<file path="config.mk">
export PLATFORM = sky130hd
export DESIGN_NAME = tcd_clock_dist
export DESIGN_NICKNAME = d
export VERILOG_FILES = /design/src/core/tcd_pkg.sv /design/src/core/tcd_clock_dist.sv
export VERILOG_INCLUDE_DIRS = /design/src /design/src/core
export SDC_FILE = /design/constraint.sdc
export NUM_CORES = 1
export LEC_CHECK = 0
export BUFFER_PORTS_ARGS = -buffer_cell sky130_fd_sc_hd__buf_2
export CAP_MARGIN = 30
export CELL_PAD_IN_SITES_DETAIL_PLACEMENT = 0
export CELL_PAD_IN_SITES_GLOBAL_PLACEMENT = 2
export CORE_ASPECT_RATIO = 1.5
export CORE_MARGIN = 4
export CORE_UTILIZATION = 33
export DETAILED_ROUTE_END_ITERATION = 6
export PLACE_DENSITY_LB_ADDON = 0.1
export SYNTH_ARGS = -nofsm -noshare
export SYNTH_HDL_FRONTEND = slang
export SYNTH_SLANG_ARGS = --single-unit
export TNS_END_PERCENT = 100
</file>
<file path="constraint.sdc">
create_clock -name pclk -period 3.5 [get_ports pclk]
set_clock_uncertainty 0.2 [all_clocks]
set_input_delay 0.175 -clock pclk [delete_from_list [all_inputs] [get_ports pclk]]
set_output_delay 0.175 -clock pclk [all_outputs]
set_load 0.05 [all_outputs]
</file>
<file path="src/core/tcd_consts.svh">
`ifndef TCD_CONSTS_SVH
`define TCD_CONSTS_SVH
// ----------------------------------------
// Register offsets
// ----------------------------------------
`define TCD_OFF_CTRL    12'h000
`define TCD_OFF_TXMASK  12'h004
`define TCD_OFF_RATE    12'h008
`define TCD_OFF_STATUS  12'h00C
`define TCD_OFF_ROUTE   12'h010
// ----------------------------------------
// Control fields
// ----------------------------------------
`define TCD_B_RUN       0
`define TCD_B_BOND      1
`define TCD_B_LINE      2
`define TCD_B_SRC4      3
`define TCD_B_BSER      4
`define TCD_B_BDES      5
`define TCD_B_RMF       6
`define TCD_B_RXBOND    7
`define TCD_B_PAIR      8
`define TCD_W_CTRL      10
// ----------------------------------------
// Status fields
// ----------------------------------------
`define TCD_S_LINE_ERR  0
`define TCD_S_GAP_ERR   1
`define TCD_S_RXB_ERR   2
`define TCD_S_RATE_ERR  3
`define TCD_S_TXONLY    4
`define TCD_S_RUNNING   5
// ----------------------------------------
// Reset values and rate limits (Mbps)
// ----------------------------------------
`define TCD_RST_CTRL    10'h000
`define TCD_RST_RATE    16'h0C35
`define TCD_RATE_FAST   16'h1388
`define TCD_RATE_SLOW   16'h0C35
`define TCD_CH_PER_PAIR 32'h6
`define TCD_SRC_LOW     32'h1
`define TCD_SRC_HIGH    32'h4
`endif

</file>
<file path="src/core/tcd_pkg.sv">
package tcd_pkg;
  typedef enum logic {
    TCD_LINE_SINGLE,
    TCD_LINE_SIX
  } tcd_line_e;
endpackage

</file>
<file path="src/core/tcd_clock_dist.sv">
// Decided for this implementation: the register offsets and the APB slave port.
`timescale 1ns/1ns
`include "tcd_consts.svh"
// Notes on behaviour
// [RULE1] Non-bonded: only serial clock delivered; each channel divides its own parallel clock.
// [RULE2] Bonded: serial and parallel clocks come from central divider in channel 1 or 4.
// [RULE3] Single-PLL line carries serial only, two banks, rate-limited, never bonded.
// [RULE4] Six-channel line carries both clocks from central divider to six channels.
// [RULE5] Side-wide line fed only from six-channel line, limited to 3125 Mbps.
// [RULE6] Single-PLL line serial reaches every divider of the two neighbouring banks.
// [RULE7] Channel whose PLL transmits loses its recovery unit; it becomes transmit-only.
// [RULE8] Bonded divider passes clocks through; non-bonded divider derives parallel clock.
// [RULE9] Bonded channels contiguous; only gap allowed is the source PLL channel.
// [RULE10] Divider feeds serial to serializer, parallel to serializer and transmit PCS.
// [RULE11] Byte serializer and transmit FIFO read run at parallel/2 when enabled.
// [RULE12] Transmit FIFO read clock forwarded to fabric as transmit clock out.
// [RULE13] Recovery unit divides recovered serial into recovered parallel clock.
// [RULE14] Without rate match FIFO, receive PCS runs on recovered parallel clock.
// [RULE15] With rate match FIFO, read side onward uses divider parallel clock.
// [RULE16] Byte deserializer read and byte ordering run at write clock over 1 or 2.
// [RULE17] Receive FIFO write clock is the divided clock, also forwarded to fabric.
// [RULE18] Receive bonding needs rate match FIFO; uses central divider parallel clock.
// [RULE19] Channels in source six use six-channel line; others use side-wide line.
// [RULE20] Only channel 1 and 4 PLLs reach the network.
// [RULE21] Selections are static: frozen while running.
module tcd_clock_dist #(
  parameter int NCH     = 12,
  parameter int PAR_DIV = 10,
  parameter bit FAST    = 1'b0
) (
  input  wire logic           pclk,
  input  wire logic           presetn,
  input  wire logic           psel,
  input  wire logic           penable,
  input  wire logic           pwrite,
  input  wire logic [11:0]    paddr,
  input  wire logic [31:0]    pwdata,
  output logic      [31:0]    prdata,
  output logic                pready,
  output logic                pslverr,
  input  wire logic [NCH-1:0] pll_ser_tick,
  input  wire logic [NCH-1:0] cdr_ser_tick,
  output logic      [NCH-1:0] tx_ser_tick,
  output logic      [NCH-1:0] tx_par_tick,
  output logic      [NCH-1:0] tx_clkout,
  output logic      [NCH-1:0] rx_rec_par_tick,
  output logic      [NCH-1:0] rx_dec_tick,
  output logic      [NCH-1:0] rx_clkout,
  output logic      [NCH-1:0] tx_only
);
  localparam int IW = $clog2(NCH);
  localparam int DW = $clog2(PAR_DIV + 1);

  // ----------------------------------------
  // Configuration registers
  // ----------------------------------------
  logic [`TCD_W_CTRL-1:0] ctrl_r;
  logic [NCH-1:0]         mask_r;
  logic [15:0]            rate_r;
  logic                   start_r;
  logic                   run_r;
  logic                   wr_en;
  logic                   cfg_err;

  assign wr_en = psel && penable && pwrite;

  // Fields are frozen while running so no clock ever glitches mid-frame
  always_ff @(posedge pclk or negedge presetn) begin
    if (!presetn) begin
      ctrl_r  <= `TCD_RST_CTRL;
      mask_r  <= '0;
      rate_r  <= `TCD_RST_RATE;
      start_r <= 1'b0;
    end else begin
      start_r <= 1'b0;
      if (wr_en && !run_r && !start_r) begin // see [RULE21]
        if (paddr == `TCD_OFF_CTRL) begin
          ctrl_r  <= pwdata[`TCD_W_CTRL-1:0];
          start_r <= pwdata[`TCD_B_RUN];
        end
        if (paddr == `TCD_OFF_TXMASK)
          mask_r <= pwdata[NCH-1:0];
        if (paddr == `TCD_OFF_RATE)
          rate_r <= pwdata[15:0];
      end
    end
  end

  // A start request only takes effect on a legal configuration
  always_ff @(posedge pclk or negedge presetn) begin
    if (!presetn) begin
      run_r <= 1'b0;
    end else if (start_r) begin
      run_r <= !cfg_err; // see [RULE21]
    end else if (wr_en && paddr == `TCD_OFF_CTRL && !pwdata[`TCD_B_RUN]) begin
      run_r <= 1'b0;
    end
  end

  // ----------------------------------------
  // Source selection and legality
  // ----------------------------------------
  tcd_pkg::tcd_line_e line;
  logic [1:0]         pair;
  logic               bond;
  logic               rmf;
  logic               rxbond;
  logic [IW-1:0]      src_idx;
  logic [NCH-1:0]     src_bit;
  logic [NCH-1:0]     pair_mask;
  logic [NCH-1:0]     fill;
  logic [NCH-1:0]     low;
  logic               contig;
  logic               any_far;
  logic [15:0]        rate_lim;
  logic               e_line;
  logic               e_gap;
  logic               e_rxb;
  logic               e_rate;
  logic               e_src;
  logic [31:0]        src_full;

  assign line   = tcd_pkg::tcd_line_e'(ctrl_r[`TCD_B_LINE]);
  assign pair   = ctrl_r[`TCD_B_PAIR+1:`TCD_B_PAIR];
  assign bond   = ctrl_r[`TCD_B_BOND];
  assign rmf    = ctrl_r[`TCD_B_RMF];
  assign rxbond = ctrl_r[`TCD_B_RXBOND];
  // Only channel 1 or 4 of the pair may drive the network
  assign src_full = 32'(pair) * `TCD_CH_PER_PAIR
                  + (ctrl_r[`TCD_B_SRC4] ? `TCD_SRC_HIGH : `TCD_SRC_LOW); // see [RULE20]
  assign src_idx  = IW'(src_full);
  assign src_bit = NCH'(1) << src_idx;
  // Source PLL channel may sit inside the bonded run as its only gap
  assign fill    = mask_r | src_bit;
  assign low     = fill & (~fill + NCH'(1));
  assign contig  = ((fill + low) & fill) == '0; // see [RULE9]
  assign any_far = |(mask_r & ~pair_mask);
  assign rate_lim = (line == tcd_pkg::TCD_LINE_SIX && any_far) ? `TCD_RATE_SLOW // see [RULE5]
                  : (FAST ? `TCD_RATE_FAST : `TCD_RATE_SLOW); // see [RULE3]
  assign e_line  = bond && line == tcd_pkg::TCD_LINE_SINGLE; // see [RULE3]
  assign e_gap   = bond && !contig;
  assign e_rxb   = rxbond && !rmf; // see [RULE18]
  assign e_rate  = rate_r > rate_lim;
  // Pairs past the last channel would alias onto a real PLL once cut to the index width
  assign e_src   = src_full >= 32'(NCH); // see [RULE20]
  assign cfg_err = e_line || e_gap || e_rxb || e_rate || e_src;

  // ----------------------------------------
  // Central divider of the source channel
  // ----------------------------------------
  logic [DW-1:0] cen_cnt_r;
  logic          cen_par;
  logic          src_ser;

  assign src_ser = run_r && pll_ser_tick[src_idx];
  assign cen_par = src_ser && cen_cnt_r == DW'(PAR_DIV - 1);

  always_ff @(posedge pclk or negedge presetn) begin
    if (!presetn)
      cen_cnt_r <= '0;
    else if (!run_r)
      cen_cnt_r <= '0;
    else if (src_ser)
      cen_cnt_r <= cen_par ? '0 : cen_cnt_r + DW'(1); // see [RULE4]
  end

  // ----------------------------------------
  // Per-channel dividers and PCS clock choice
  // ----------------------------------------
  logic [NCH-1:0] route;

  for (genvar i = 0; i < NCH; i++) begin : g_ch
    logic [DW-1:0] loc_cnt_r;
    logic [DW-1:0] rec_cnt_r;
    logic          ser;
    logic          loc_par;
    logic          par;
    logic          rec_par;
    logic          cdr_ok;
    logic          dec;
    logic          tx_half_r;
    logic          rx_half_r;

    assign pair_mask[i] = 2'(i / 6) == pair;
    // Single-PLL line only reaches the two banks of its pair
    assign ser = run_r && mask_r[i] && pll_ser_tick[src_idx]
              && (line == tcd_pkg::TCD_LINE_SIX || pair_mask[i]); // see [RULE6]
    assign route[i] = line == tcd_pkg::TCD_LINE_SIX && !pair_mask[i]; // see [RULE19]
    assign loc_par = ser && loc_cnt_r == DW'(PAR_DIV - 1);
    assign par = bond ? (mask_r[i] && cen_par) : loc_par; // see [RULE8]
    // Recovery unit is lost when this channel's PLL drives transmit
    assign cdr_ok = !(run_r && src_idx == IW'(i)); // see [RULE7]
    assign rec_par = cdr_ok && cdr_ser_tick[i] && rec_cnt_r == DW'(PAR_DIV - 1);
    assign dec = !rmf ? rec_par // see [RULE14]
               : (rxbond ? (mask_r[i] && cen_par) : par); // see [RULE15] see [RULE18]

    always_ff @(posedge pclk or negedge presetn) begin
      if (!presetn)
        loc_cnt_r <= '0;
      else if (!run_r || bond)
        loc_cnt_r <= '0;
      else if (ser)
        loc_cnt_r <= loc_par ? '0 : loc_cnt_r + DW'(1); // see [RULE1]
    end

    always_ff @(posedge pclk or negedge presetn) begin
      if (!presetn)
        rec_cnt_r <= '0;
      else if (!cdr_ok)
        rec_cnt_r <= '0;
      else if (cdr_ser_tick[i])
        rec_cnt_r <= rec_par ? '0 : rec_cnt_r + DW'(1); // see [RULE13]
    end

    always_ff @(posedge pclk or negedge presetn) begin
      if (!presetn) begin
        tx_half_r <= 1'b0;
        rx_half_r <= 1'b0;
      end else begin
        if (par)
          tx_half_r <= !tx_half_r;
        if (dec)
          rx_half_r <= !rx_half_r;
      end
    end

    always_ff @(posedge pclk or negedge presetn) begin
      if (!presetn) begin
        tx_ser_tick[i]     <= 1'b0;
        tx_par_tick[i]     <= 1'b0;
        tx_clkout[i]       <= 1'b0;
        rx_rec_par_tick[i] <= 1'b0;
        rx_dec_tick[i]     <= 1'b0;
        rx_clkout[i]       <= 1'b0;
      end else begin
        tx_ser_tick[i]     <= ser; // see [RULE10]
        tx_par_tick[i]     <= par; // see [RULE2]
        tx_clkout[i]       <= par && (!ctrl_r[`TCD_B_BSER] || tx_half_r); // see [RULE11] see [RULE12]
        rx_rec_par_tick[i] <= rec_par;
        rx_dec_tick[i]     <= dec;
        rx_clkout[i]       <= dec && (!ctrl_r[`TCD_B_BDES] || rx_half_r); // see [RULE16] see [RULE17]
      end
    end
  end

  always_ff @(posedge pclk or negedge presetn) begin
    if (!presetn)
      tx_only <= '0;
    else
      tx_only <= run_r ? src_bit : '0; // see [RULE7]
  end

  // ----------------------------------------
  // APB read side
  // ----------------------------------------
  logic        hit;
  logic [31:0] rd_nxt;

  assign hit = paddr == `TCD_OFF_CTRL || paddr == `TCD_OFF_TXMASK || paddr == `TCD_OFF_RATE
            || paddr == `TCD_OFF_STATUS || paddr == `TCD_OFF_ROUTE;
  assign pready  = 1'b1;
  assign pslverr = psel && penable && !hit;

  always_comb begin
    rd_nxt = '0;
    unique case (paddr)
      `TCD_OFF_CTRL: begin
        rd_nxt[`TCD_W_CTRL-1:0] = ctrl_r;
        rd_nxt[`TCD_B_RUN]      = run_r;
      end
      `TCD_OFF_TXMASK: rd_nxt[NCH-1:0] = mask_r;
      `TCD_OFF_RATE:   rd_nxt[15:0]    = rate_r;
      `TCD_OFF_STATUS: begin
        rd_nxt[`TCD_S_LINE_ERR] = e_line;
        rd_nxt[`TCD_S_GAP_ERR]  = e_gap;
        rd_nxt[`TCD_S_RXB_ERR]  = e_rxb;
        rd_nxt[`TCD_S_RATE_ERR] = e_rate;
        rd_nxt[`TCD_S_TXONLY]   = run_r;
        rd_nxt[`TCD_S_RUNNING]  = run_r;
      end
      `TCD_OFF_ROUTE:  rd_nxt[NCH-1:0] = route & mask_r;
      default:         rd_nxt = '0;
    endcase
  end

  // Captured in the setup cycle so data is from a flop when pready samples
  always_ff @(posedge pclk or negedge presetn) begin
    if (!presetn)
      prdata <= '0;
    else if (psel && !penable && !pwrite)
      prdata <= rd_nxt;
  end
endmodule

</file>
==> flow_results.org, run 1 <==
** Die
- Initial cell density of the core :: 33.3%
- After floorplanning, the core was divided into 89 placement rows.
- Die span in y :: 252 um
- In this run the horizontal extent of the chip is 171 um.
- The region available for standard cell placement spans 39300 sq um.
- 191 I/O pins were placed.
- Area of the die :: 43000 sq um

** Global route
- Global-route usage over all layers :: 17.4%
- Entering global routing, the biggest net connects 95 pins.
- The first global-routing pass estimated 59200 um of wire.
- Global routing finished with a remaining overflow of 0.
- The number of global-route vias before repair came to 10200.
- Initial antenna violation count :: 0

** Pwr
- Net Sw Frac :: 27.9%
- Power Internal :: 0.00595 W
- P_sw :: 0.00230 W
- The worst-case IR drop observed on VDD is 356 uV.
- Of the total power, registers draw 44.4%.
- For this design the ratio of total power to cell area is 516 nW/um^2.
- Combinational cells account for 14.9% of the total power.
- Share of power burned in the clock network :: 40.7%
- Summed over all cells, the static leakage comes to 8.05 nW.

** Layout
- Number of filler cells placed in the layout :: 3993
- Share of layout cells above drive strength 1 :: 20.2%
- At the end of the flow the core is filled with cells to 40.6%.
- Antenna cell count :: 0
- Combined area of the multi-input logic cells :: 5870 sq um
- Total Nets Final :: 1666
- The library cell used most frequently in the layout, excluding fill and tap cells, is sky130_fd_sc_hd__dfrtp_1.
- Relative area change from synthesis to final layout :: 22.0%
- Combined flip-flop and latch cell area :: 6590 sq um
- Commonest non-fill, non-tap cells in the layout :: 257 x sky130_fd_sc_hd__dfrtp_1, 156 x sky130_fd_sc_hd__nor2_1, 156 x sky130_fd_sc_hd__buf_2

** Synth
- In this run, distinct cell masters in the synthesized netlist total 72.
- Count of flip-flops with a built-in enable after synthesis :: 0
- Instance count of the mapped netlist :: 1320
- Among all flip-flop cells after synthesis, the most frequent one is sky130_fd_sc_hd__dfrtp_1.
- Number of warnings printed during yosys synthesis :: 0
- Number of storage elements in the synthesis netlist :: 263
- Register area share after synthesis :: 50.3%
- Of all flip-flops after synthesis, the portion carrying an async set or reset was 100%.
- In this run the cell area of the synthesized design comes to 13100 sq um.
- Average instance area after synthesis :: 9.92 sq um

** Flow run
- Count of maximum capacitance violations :: 0

** Clock network
- Clock Path Buffers :: 3
- Clock tree synthesis inserted a total of 29 buffers.
- Clock tree from TritonCTS :: done
- Post-CTS setup repair buffer count :: 0
- Clock-pin slew was measured on the worst setup and hold paths at 70 ps.
- Clock latency on the worst-skew pair, taken at its later pin, is 560 ps.
- The clock net in this run drives a total of 263 sinks.
- The tree is rooted in a sky130_fd_sc_hd__clkbuf_16.
- CTS built an H-tree with a depth of 1.

** Worst setup path
- Data on the critical path arrives at its endpoint at 3540 ps.
- Data required time of the critical path :: 3720 ps
- The setup check on the worst reg-to-reg path leaves a slack of 180 ps.
- Counting cells, the worst reg-to-reg path comes to 12.
- Kind of end point of the critical path :: flop
- Along the worst path, the maximum fanout reaches 11.
- The worst register-to-register path begins at ctrl_r[9].
- Endpoint of the worst register-to-register path :: run_r
- Setup Crit Path Kind :: flop to flop
- The worst setup path is launched from a flop.

** Placement
- Count of buffers inserted at the top-level ports :: 157
- Global placement routability congestion :: 0.847
- Once detailed placement completed, the half-perimeter wirelength came to 27200 um.

** Min path
- For hold timing, the worst endpoint is prdata[10].
- Worst hold path class :: input pin to flop
- Instance count along the most critical hold path :: 6
- The startpoint identified for the worst hold timing path is paddr[10].

** Route
- The first routing iteration left 466 violations.
- Dividing the detail-routed via count by the number of cells gives 4.96.
- Routed WL :: 37500 um
- Summing over every cut layer, the via total after detailed routing is 10200.
- Wire per inst :: 18.2 um
- Remaining number of nets flagged by the antenna check after routing :: 0
- Pre-Repair DR Iteration Count :: 6
- Number of remaining DRC errors :: 0

** STA
- Setup violations remaining at the end of the flow were counted as 0.
- Total negative setup slack :: 0 ps
- Number of max-slew violations in the final report :: 0
- F_max :: 0.301 GHz
- Min cycle time layout :: 3320 ps
- Relative slew margins :: 41.7%
- At the pin with the least slew margin, the transition time is 874 ps.
- The total count of hold-check failures in the final report came to 0.
- In the finished design, the share of the clock period the worst path needs comes to 94.8%.
- Setup repair after global routing left no endpoint under its margin.

** Status
- The flow ran to the end, and the final reports show no timing, DRC or antenna violations.
[per-stage QoR]
step / total power [W] / cell area [sq um] / setup slack [ps] / hold slack [ps] / instances
after floorplan: 0.00455 / 13200 / 44.1 / -321 / 1335
after global placement: 0.00490 / 14600 / 99.9 / 65.8 / 1971
after detailed placement: 0.00494 / 14600 / 94.4 / 67.1 / 1971
after CTS: 0.00840 / 16000 / 75.9 / 2.53 / 2056
after global routing: 0.00876 / 16000 / 47.1 / 72.5 / 2056
final: 0.00825 / 16000 / 181 / 11.9 / 2056
[how the worst max path moves through the flow]
stage / startpoint / cells after the start / end / slack (ps)
final: ctrl_r[9] / 12 / run_r / 180
after global routing: ctrl_r[8] / 12 / run_r / 50
after CTS: ctrl_r[9] / 10 / prdata[1] / 80
after detailed placement: ctrl_r[9] / 10 / prdata[1] / 90
after global placement: ctrl_r[8] / 10 / prdata[1] / 100
after floorplan: ctrl_r[8] / 13 / prdata[1] / 40
[synth_stat cells (3+ instances only)]
cell / number / area, sq um
sky130_fd_sc_hd__and2_1: 6 / 37.5
sky130_fd_sc_hd__o22ai_1: 3 / 18.8
sky130_fd_sc_hd__and3b_1: 16 / 140
sky130_fd_sc_hd__buf_1: 4 / 15.0
sky130_fd_sc_hd__nand2_2: 4 / 25.0
sky130_fd_sc_hd__nand2b_1: 3 / 18.8
sky130_fd_sc_hd__nor3b_1: 4 / 30.0
sky130_fd_sc_hd__buf_2: 8 / 40.0
sky130_fd_sc_hd__xnor2_1: 25 / 219
sky130_fd_sc_hd__nand2_4: 6 / 67.6
sky130_fd_sc_hd__nand3_1: 42 / 210
sky130_fd_sc_hd__a21boi_0: 15 / 113
sky130_fd_sc_hd__a211oi_1: 13 / 97.6
sky130_fd_sc_hd__o211ai_1: 8 / 60.1
sky130_fd_sc_hd__a2bb2oi_1: 3 / 26.3
sky130_fd_sc_hd__clkbuf_1: 29 / 109
sky130_fd_sc_hd__buf_4: 20 / 150
sky130_fd_sc_hd__nor4_1: 4 / 25.0
sky130_fd_sc_hd__a21oi_1: 83 / 415
sky130_fd_sc_hd__nor3_1: 36 / 180
sky130_fd_sc_hd__dfrtp_1: 257 / 6430
sky130_fd_sc_hd__mux2_2: 32 / 360
sky130_fd_sc_hd__o21ai_0: 105 / 526
sky130_fd_sc_hd__ha_1: 56 / 701
sky130_fd_sc_hd__a21o_1: 3 / 22.5
sky130_fd_sc_hd__nand2_1: 98 / 368
sky130_fd_sc_hd__o41ai_1: 9 / 78.8
sky130_fd_sc_hd__a31oi_1: 7 / 43.8
sky130_fd_sc_hd__nand3b_1: 7 / 52.6
sky130_fd_sc_hd__inv_1: 93 / 349
sky130_fd_sc_hd__a222oi_1: 4 / 40.0
sky130_fd_sc_hd__nor2b_1: 25 / 156
sky130_fd_sc_hd__nor2_1: 156 / 586
sky130_fd_sc_hd__mux2i_1: 38 / 380
sky130_fd_sc_hd__dfstp_2: 6 / 158
sky130_fd_sc_hd__a21oi_2: 5 / 43.8
sky130_fd_sc_hd__and4b_1: 13 / 130
sky130_fd_sc_hd__a22oi_1: 7 / 52.6
sky130_fd_sc_hd__a31o_2: 3 / 26.3
sky130_fd_sc_hd__or3_1: 21 / 131
[cell type report]
cell class / count / area share [%]
clock buffer: 36 / 4.83
inverter: 93 / 2.19
sequential: 263 / 41.2
clock inverter: 14 / 1.57
multi-input combinational: 915 / 36.7
timing repair buffer: 235 / 9.51
tap: 500 / 3.92
[sequential cells by signal, summed over array words and instances, names as in the netlist]
name             cells
rx_clkout           12
g_ch.loc_cnt_r      48
rate_r              16
rx_dec_tick         12
cen_cnt_r            4
tx_only             12
prdata              16
rx_rec_par_tick     12
tx_par_tick         12
start_r              1
g_ch.tx_half_r      12
g_ch.rec_cnt_r      48
run_r                1
tx_ser_tick         12
mask_r              12
tx_clkout           12
g_ch.rx_half_r      12
ctrl_r               9
[repair_timing]
| action | 4_1_cts | 5_1_grt |
|---|---|---|
| endpoints found under the setup margin | 0 | 3 |
| hold buffers | 35 | 0 |
| gates resized for setup | 0 | 2 |
| hold endpoints to repair | 227 | 0 |
[logic make-up after synthesis]
kind of cell / share of synthesized area [%]
XOR/XNOR: 1.74
AO/OA/AOI/OAI: 13.1
flip-flops: 50.3
multiplexers: 6.23
AND/OR/NAND/NOR: 17.8
adder cells (fa/ha/maj): 5.35
other: 0.0574
buffers and inverters: 5.34
[routing by layer]
metal | GRT usage (%) | part of all wire, % | wire length, um | vias to the layer above
li1 | - | - | - | 4963
met1 | 22.2 | 42 | 15700 | 4975
met2 | 31.1 | 52 | 19300 | 205
met3 | 2.12 | 4.3 | 1620 | 47
met4 | 4.75 | 2.4 | 906 | 0
met5 | 0 | 0 | 0 | -
[power by group through the flow]
stage               clock (W)  sequential, W  combinational, W
floorplan                   0        0.00367          0.000880
global placement            0        0.00371           0.00119
detailed placement          0        0.00372           0.00122
CTS                   0.00348        0.00366           0.00125
global route          0.00360        0.00372           0.00145
finish                0.00336        0.00366           0.00123
[critical path, stage by stage (launching register included)]
cell                      delay [ps]
sky130_fd_sc_hd__dfrtp_1         370
sky130_fd_sc_hd__inv_1           100
sky130_fd_sc_hd__ha_1            240
sky130_fd_sc_hd__ha_1            200
sky130_fd_sc_hd__ha_2            480
sky130_fd_sc_hd__nor2_1          120
sky130_fd_sc_hd__buf_4           170
sky130_fd_sc_hd__nand3_1          80
sky130_fd_sc_hd__nand4_1         210
sky130_fd_sc_hd__a41oi_1         270
sky130_fd_sc_hd__o32ai_1         100
sky130_fd_sc_hd__a31oi_1         460
sky130_fd_sc_hd__o21ai_0         160
No activity file was read; power rests on OpenSTA's default activity.
==> run 2: changes to the inputs <==
--- a/config.mk
+++ b/config.mk
@@ -6,13 +6,14 @@
 export SDC_FILE = /design/constraint.sdc
 export NUM_CORES = 1
 export LEC_CHECK = 0
+export ABC_AREA = 1
 export BUFFER_PORTS_ARGS = -buffer_cell sky130_fd_sc_hd__buf_2
 export CAP_MARGIN = 30
 export CELL_PAD_IN_SITES_DETAIL_PLACEMENT = 0
 export CELL_PAD_IN_SITES_GLOBAL_PLACEMENT = 2
 export CORE_ASPECT_RATIO = 1.5
 export CORE_MARGIN = 4
-export CORE_UTILIZATION = 33
+export CORE_UTILIZATION = 32
 export DETAILED_ROUTE_END_ITERATION = 6
 export PLACE_DENSITY_LB_ADDON = 0.1
 export SYNTH_ARGS = -nofsm -noshare
==> flow_results.org, run 2 <==
** Layout
- Number of filler cells placed in the layout :: 4209 (+5.4%)
- The final instance area is 16200 sq um (+1.1%).
- Relative area change from synthesis to final layout :: 23.5%
- Most common library cell in the layout ignoring fill and taps :: sky130_fd_sc_hd__nand2_1
- Share of layout cells above drive strength 1 :: 18.8% (-1.4 points)
- Top flop regs :: g_ch.loc_cnt_r (48), g_ch.rec_cnt_r (48)
- Commonest non-fill, non-tap cells in the layout :: 316 x sky130_fd_sc_hd__nand2_1, 257 x sky130_fd_sc_hd__dfrtp_1, 200 x sky130_fd_sc_hd__inv_1
- Total Nets Final :: 1849 (+11%)
- The filler-free cell count of the finished design is 2250 (+9.4%).

** Clock network
- Clock latency at the later pin of the worst-skew pair :: 570 ps (about the same)
- The TritonCTS sink count is 263 (unchanged).
- The level count of the clock H-tree is 1 (unchanged).
- The root buffer cell chosen for the clock tree is sky130_fd_sc_hd__clkbuf_16.
- TritonCTS built the clock tree.
- Clock Path Buffers :: 3 (unchanged)
- The number of buffers inserted during clock tree synthesis was 30 (+3.4%).
- Worst-path clk slew :: 60 ps (about the same)

** Worst setup path
- On the critical path the largest part of the delay comes from simple AND/OR/NAND/NOR gates.
- Element type at the critical path start :: flop
- Arrival @ worst endpoint :: 3510 ps (-30 ps)
- Critical path buffers and inverters :: 2 (unchanged)
- The largest individual stage delay along the critical path comes from the cell sky130_fd_sc_hd__dfrtp_1.
- The largest stage delay on the critical path came to 410 ps (-70 ps).
- The critical path starts at ctrl_r[9].
- The peak fanout along the critical path came to 8 (-3).
- Data required time of the critical path :: 3760 ps (+40 ps)
- In this run the critical register-to-register path is launched from ctrl_r[9].
- Kind of end point of the critical path :: flop
- Among the stages of the critical path, the cell type that occurs most often is sky130_fd_sc_hd__nand2_1.
- Setup Crit Path Kind :: flop to flop
- Cell-by-cell trace of the critical path :: inv_1 > ha_1 > ha_1 > ha_4 > nor2_1 > buf_4 > nand2_1 > nand2_1 > nor2_4 > nand2_2 > nor2_4 > nand3_1 > a21oi_1 > nand3_1 > nor2_1 > nand2_1 > nand3_1 > nand2_1 > nand2_1 > nand2_1

** Placement
- Placed cell area :: 14600 sq um (+0.20%)
- The weighted congestion at the end of routability-driven global placement was 0.824 (-2.7%).
- The total placed cells including tap cells was 2152 (+9.2%).
- The number of buffers added on ports is 157 (unchanged).
- Worst slack, placed :: 73.2 ps (-21.2 ps)
- Detailed Place HPWL :: 28100 um (+3.4%)

** Global route
- Vias in the first global route :: 10700 (+4.5%)
- The global-route wire length before repair is 59500 um (+0.36%).
- The final global-route overflow total came to 0 (unchanged).
- The number of antenna violations at the first check in global routing was 0 (unchanged).
- Pin count of the biggest net entering global routing :: 97 (+2.1%)
- Global-route usage over all layers :: 16.7% (-0.71 points)

** Pwr
- Total power density per cell area :: 495 nW/um^2 (-4.1%)
- The worst ir drop on vdd was 337 uV (-5.3%).
- The proportion of power drawn by flip-flops and latches came to 45.0% (+0.6 points).
- Leakage :: 8.52 nW (+5.8%)
- Power Internal :: 0.00583 W (-1.9%)
- Share of power burned in the clock network :: 41.9% (+1.2 points)
- The power share of the combinational group is 13.1% (-1.8 points).
- The net switching power of the design was 0.00217 W (-5.9%).
- Net Sw Frac :: 27.1% (-0.81 points)

** Route
- The via count normalized by instance count was 4.68 (-5.5%).
- The detailed router's first-iteration violation count is 511 (+9.7%).
- The final routed wirelength across all metal layers came to 37500 um (about the same).
- Number of remaining DRC errors :: 0 (unchanged)
- The routed wire length per instance was 16.7 um (-8.7%).
- Vias after detailed routing :: 10500 (+3.4%)
- Pre-Repair DR Iteration Count :: 5 (-1)
- Remaining number of nets flagged by the antenna check after routing :: 0 (unchanged)

** STA
- Number of max-slew violations in the final report :: 0 (unchanged)
- The count of final setup violators was 0 (unchanged).
- Hold_ws :: 17.3 ps (+5.43 ps)
- The maximum clock frequency came to 0.308 GHz (+2.4%).
- The worst slew margin relative to its limit is 46.0% (+4.3 points).
- Min cycle time layout :: 3240 ps (-76.3 ps)
- The sum of negative setup slack came to 0 ps (unchanged).
- Final period utilization :: 92.6% (-2.2 points)
- Final Hold Violating Endpoints :: 0 (unchanged)
- Slew @ Worst Pin :: 804 ps (-70.3 ps)
- Worst-case setup margin in the final layout :: 258 ps (+76.3 ps)
- Setup repair after global routing could not meet its margin everywhere.

** Synth
- Number of warnings printed during yosys synthesis :: 0 (unchanged)
- Number of storage elements in the synthesis netlist :: 263 (unchanged)
- By count the netlist is led by 319 x sky130_fd_sc_hd__nand2_1, 257 x sky130_fd_sc_hd__dfrtp_1, 200 x sky130_fd_sc_hd__inv_1, 95 x sky130_fd_sc_hd__nand3_1.
- Cell area after technology mapping :: 13100 sq um (-0.11%)
- Area share of the largest cell type after synthesis :: 49.2% (+0.056 points)
- The number of enable flip-flop cells after synthesis is 0 (unchanged).
- Cells taking the most area after synthesis :: sky130_fd_sc_hd__dfrtp_1 49%, sky130_fd_sc_hd__nand2_1 9.2%, sky130_fd_sc_hd__inv_1 5.7%, sky130_fd_sc_hd__ha_1 5.4%, sky130_fd_sc_hd__nand3_1 3.6%
- The count of unique library cells instantiated by Yosys is 53 (-26%).
- Share of synthesized registers carrying an async set or reset :: 100% (unchanged)
- Instance count of the mapped netlist :: 1485 (+13%)
- Register area share after synthesis :: 50.4% (+0.058 points)
- Among all cell types in the netlist, the one instantiated most often is sky130_fd_sc_hd__nand2_1.
- Average instance area after synthesis :: 8.81 sq um (-11%)
- For this run, the leading register cell type out of synthesis is sky130_fd_sc_hd__dfrtp_1.
- Summed over all instances, the cell type with the most area after synthesis is sky130_fd_sc_hd__dfrtp_1.

** Die
- I/O pins :: 191 (unchanged)
- The overall die area came to 44200 sq um (+2.9%).
- Total number of placement rows :: 90 (+1.1%)
- Initial cell density of the core :: 32.4% (-0.87 points)
- Floorplan die width :: 173 um (+1.4%)
- The overall die height is 256 um (+1.4%).
- Area of the core :: 40300 sq um (+2.6%)

** Status
- Outcome :: finished, final reports clean

** Flow run
- Count of maximum capacitance violations :: 0 (unchanged)

** Min path
- Worst hold path class :: input pin to async pin
## run 2: final cells by class
type / instances / area, sq um / share of cell area [%]
diodes: 1 / 2.50 / 0.0155
clock buffers: 44 / 895 / 5.54
clock inverters: 11 / 165 / 1.02
inverters: 221 / 835 / 5.17
multi-input cells: 973 / 5490 / 34.0
flip-flops and latches: 263 / 6590 / 40.8
well taps: 506 / 633 / 3.92
repair buffers: 231 / 1540 / 9.53
## run 2: final timing paths
path | endpoint | slack [ps] | cells after the start
setup / recovery | prdata[1] | 260 | 20
hold / removal | g_ch[4].loc_cnt_r[0] | 20 | 2
setup reg to reg | prdata[1] | 260 | 20
hold reg to reg | g_ch[8].tx_half_r | 270 | 1
max in group asynchronous | tx_only[10] | 2220 | 3
min in group pclk | prdata[14] | 90 | 8
## run 2: kinds of logic (layout without fill, tap and decap cells)
logic type	Yosys count	after routing	share of synthesized area (%)
compound gates	241	241	11.0
xor+xnor	47	47	3.21
fa+ha+maj	56	56	5.36
buf+inv	264	507	8.37
flops	263	263	50.4
mux	4	4	0.344
other cells	2	18	0.0574
simple gates	608	608	21.3
## run 2: metal layers
| layer | track usage [%] | share of wire [%] | vias to the layer above |
|---|---|---|---|
| met3 | 2.26 | 3.5 | 54 |
| met2 | 30.7 | 52 | 180 |
| met1 | 20.3 | 42 | 5029 |
| met4 | 5.19 | 2.8 | 0 |
| li1 | - | - | 5278 |
| met5 | 0 | 0 | - |
## run 2: through the flow
stage               total power (W)  utilization [%]
global placement            0.00466             36.2
CTS                         0.00815             39.9
finish                      0.00800             40.1
detailed placement          0.00468             36.3
global route                0.00844             40.1
floorplan                   0.00437                -
## run 2: timing repair
item / CTS / global route
setup buffers: 0 / 0
setup endpoints to repair: 0 / 3
gates resized for setup: 0 / 10
endpoints found under the hold margin: 290 / 0
hold buffers: 42 / 0
## run 2: worst register-to-register path, stage by stage (launching register included)
cell and delay [ps]:
sky130_fd_sc_hd__dfrtp_1 410, sky130_fd_sc_hd__inv_1 120, sky130_fd_sc_hd__ha_1 250, sky130_fd_sc_hd__ha_1 230, sky130_fd_sc_hd__ha_4 300, sky130_fd_sc_hd__nor2_1 50
sky130_fd_sc_hd__buf_4 160, sky130_fd_sc_hd__nand2_1 90, sky130_fd_sc_hd__nand2_1 100, sky130_fd_sc_hd__nor2_4 170, sky130_fd_sc_hd__nand2_2 110, sky130_fd_sc_hd__nor2_4 140
sky130_fd_sc_hd__nand3_1 100, sky130_fd_sc_hd__a21oi_1 140, sky130_fd_sc_hd__nand3_1 90, sky130_fd_sc_hd__nor2_1 80, sky130_fd_sc_hd__nand2_1 120, sky130_fd_sc_hd__nand3_1 100
sky130_fd_sc_hd__nand2_1 70, sky130_fd_sc_hd__nand2_1 70, sky130_fd_sc_hd__nand2_1 40
## run 2: power by group through the flow
stage / logic, W / clock network (W) / registers, W
after floorplan: 0.000679 / 0 / 0.00369
after global placement: 0.00101 / 0 / 0.00365
after detailed placement: 0.00103 / 0 / 0.00365
after CTS: 0.00107 / 0.00348 / 0.00360
after global routing: 0.00119 / 0.00361 / 0.00364
final: 0.00105 / 0.00335 / 0.00360
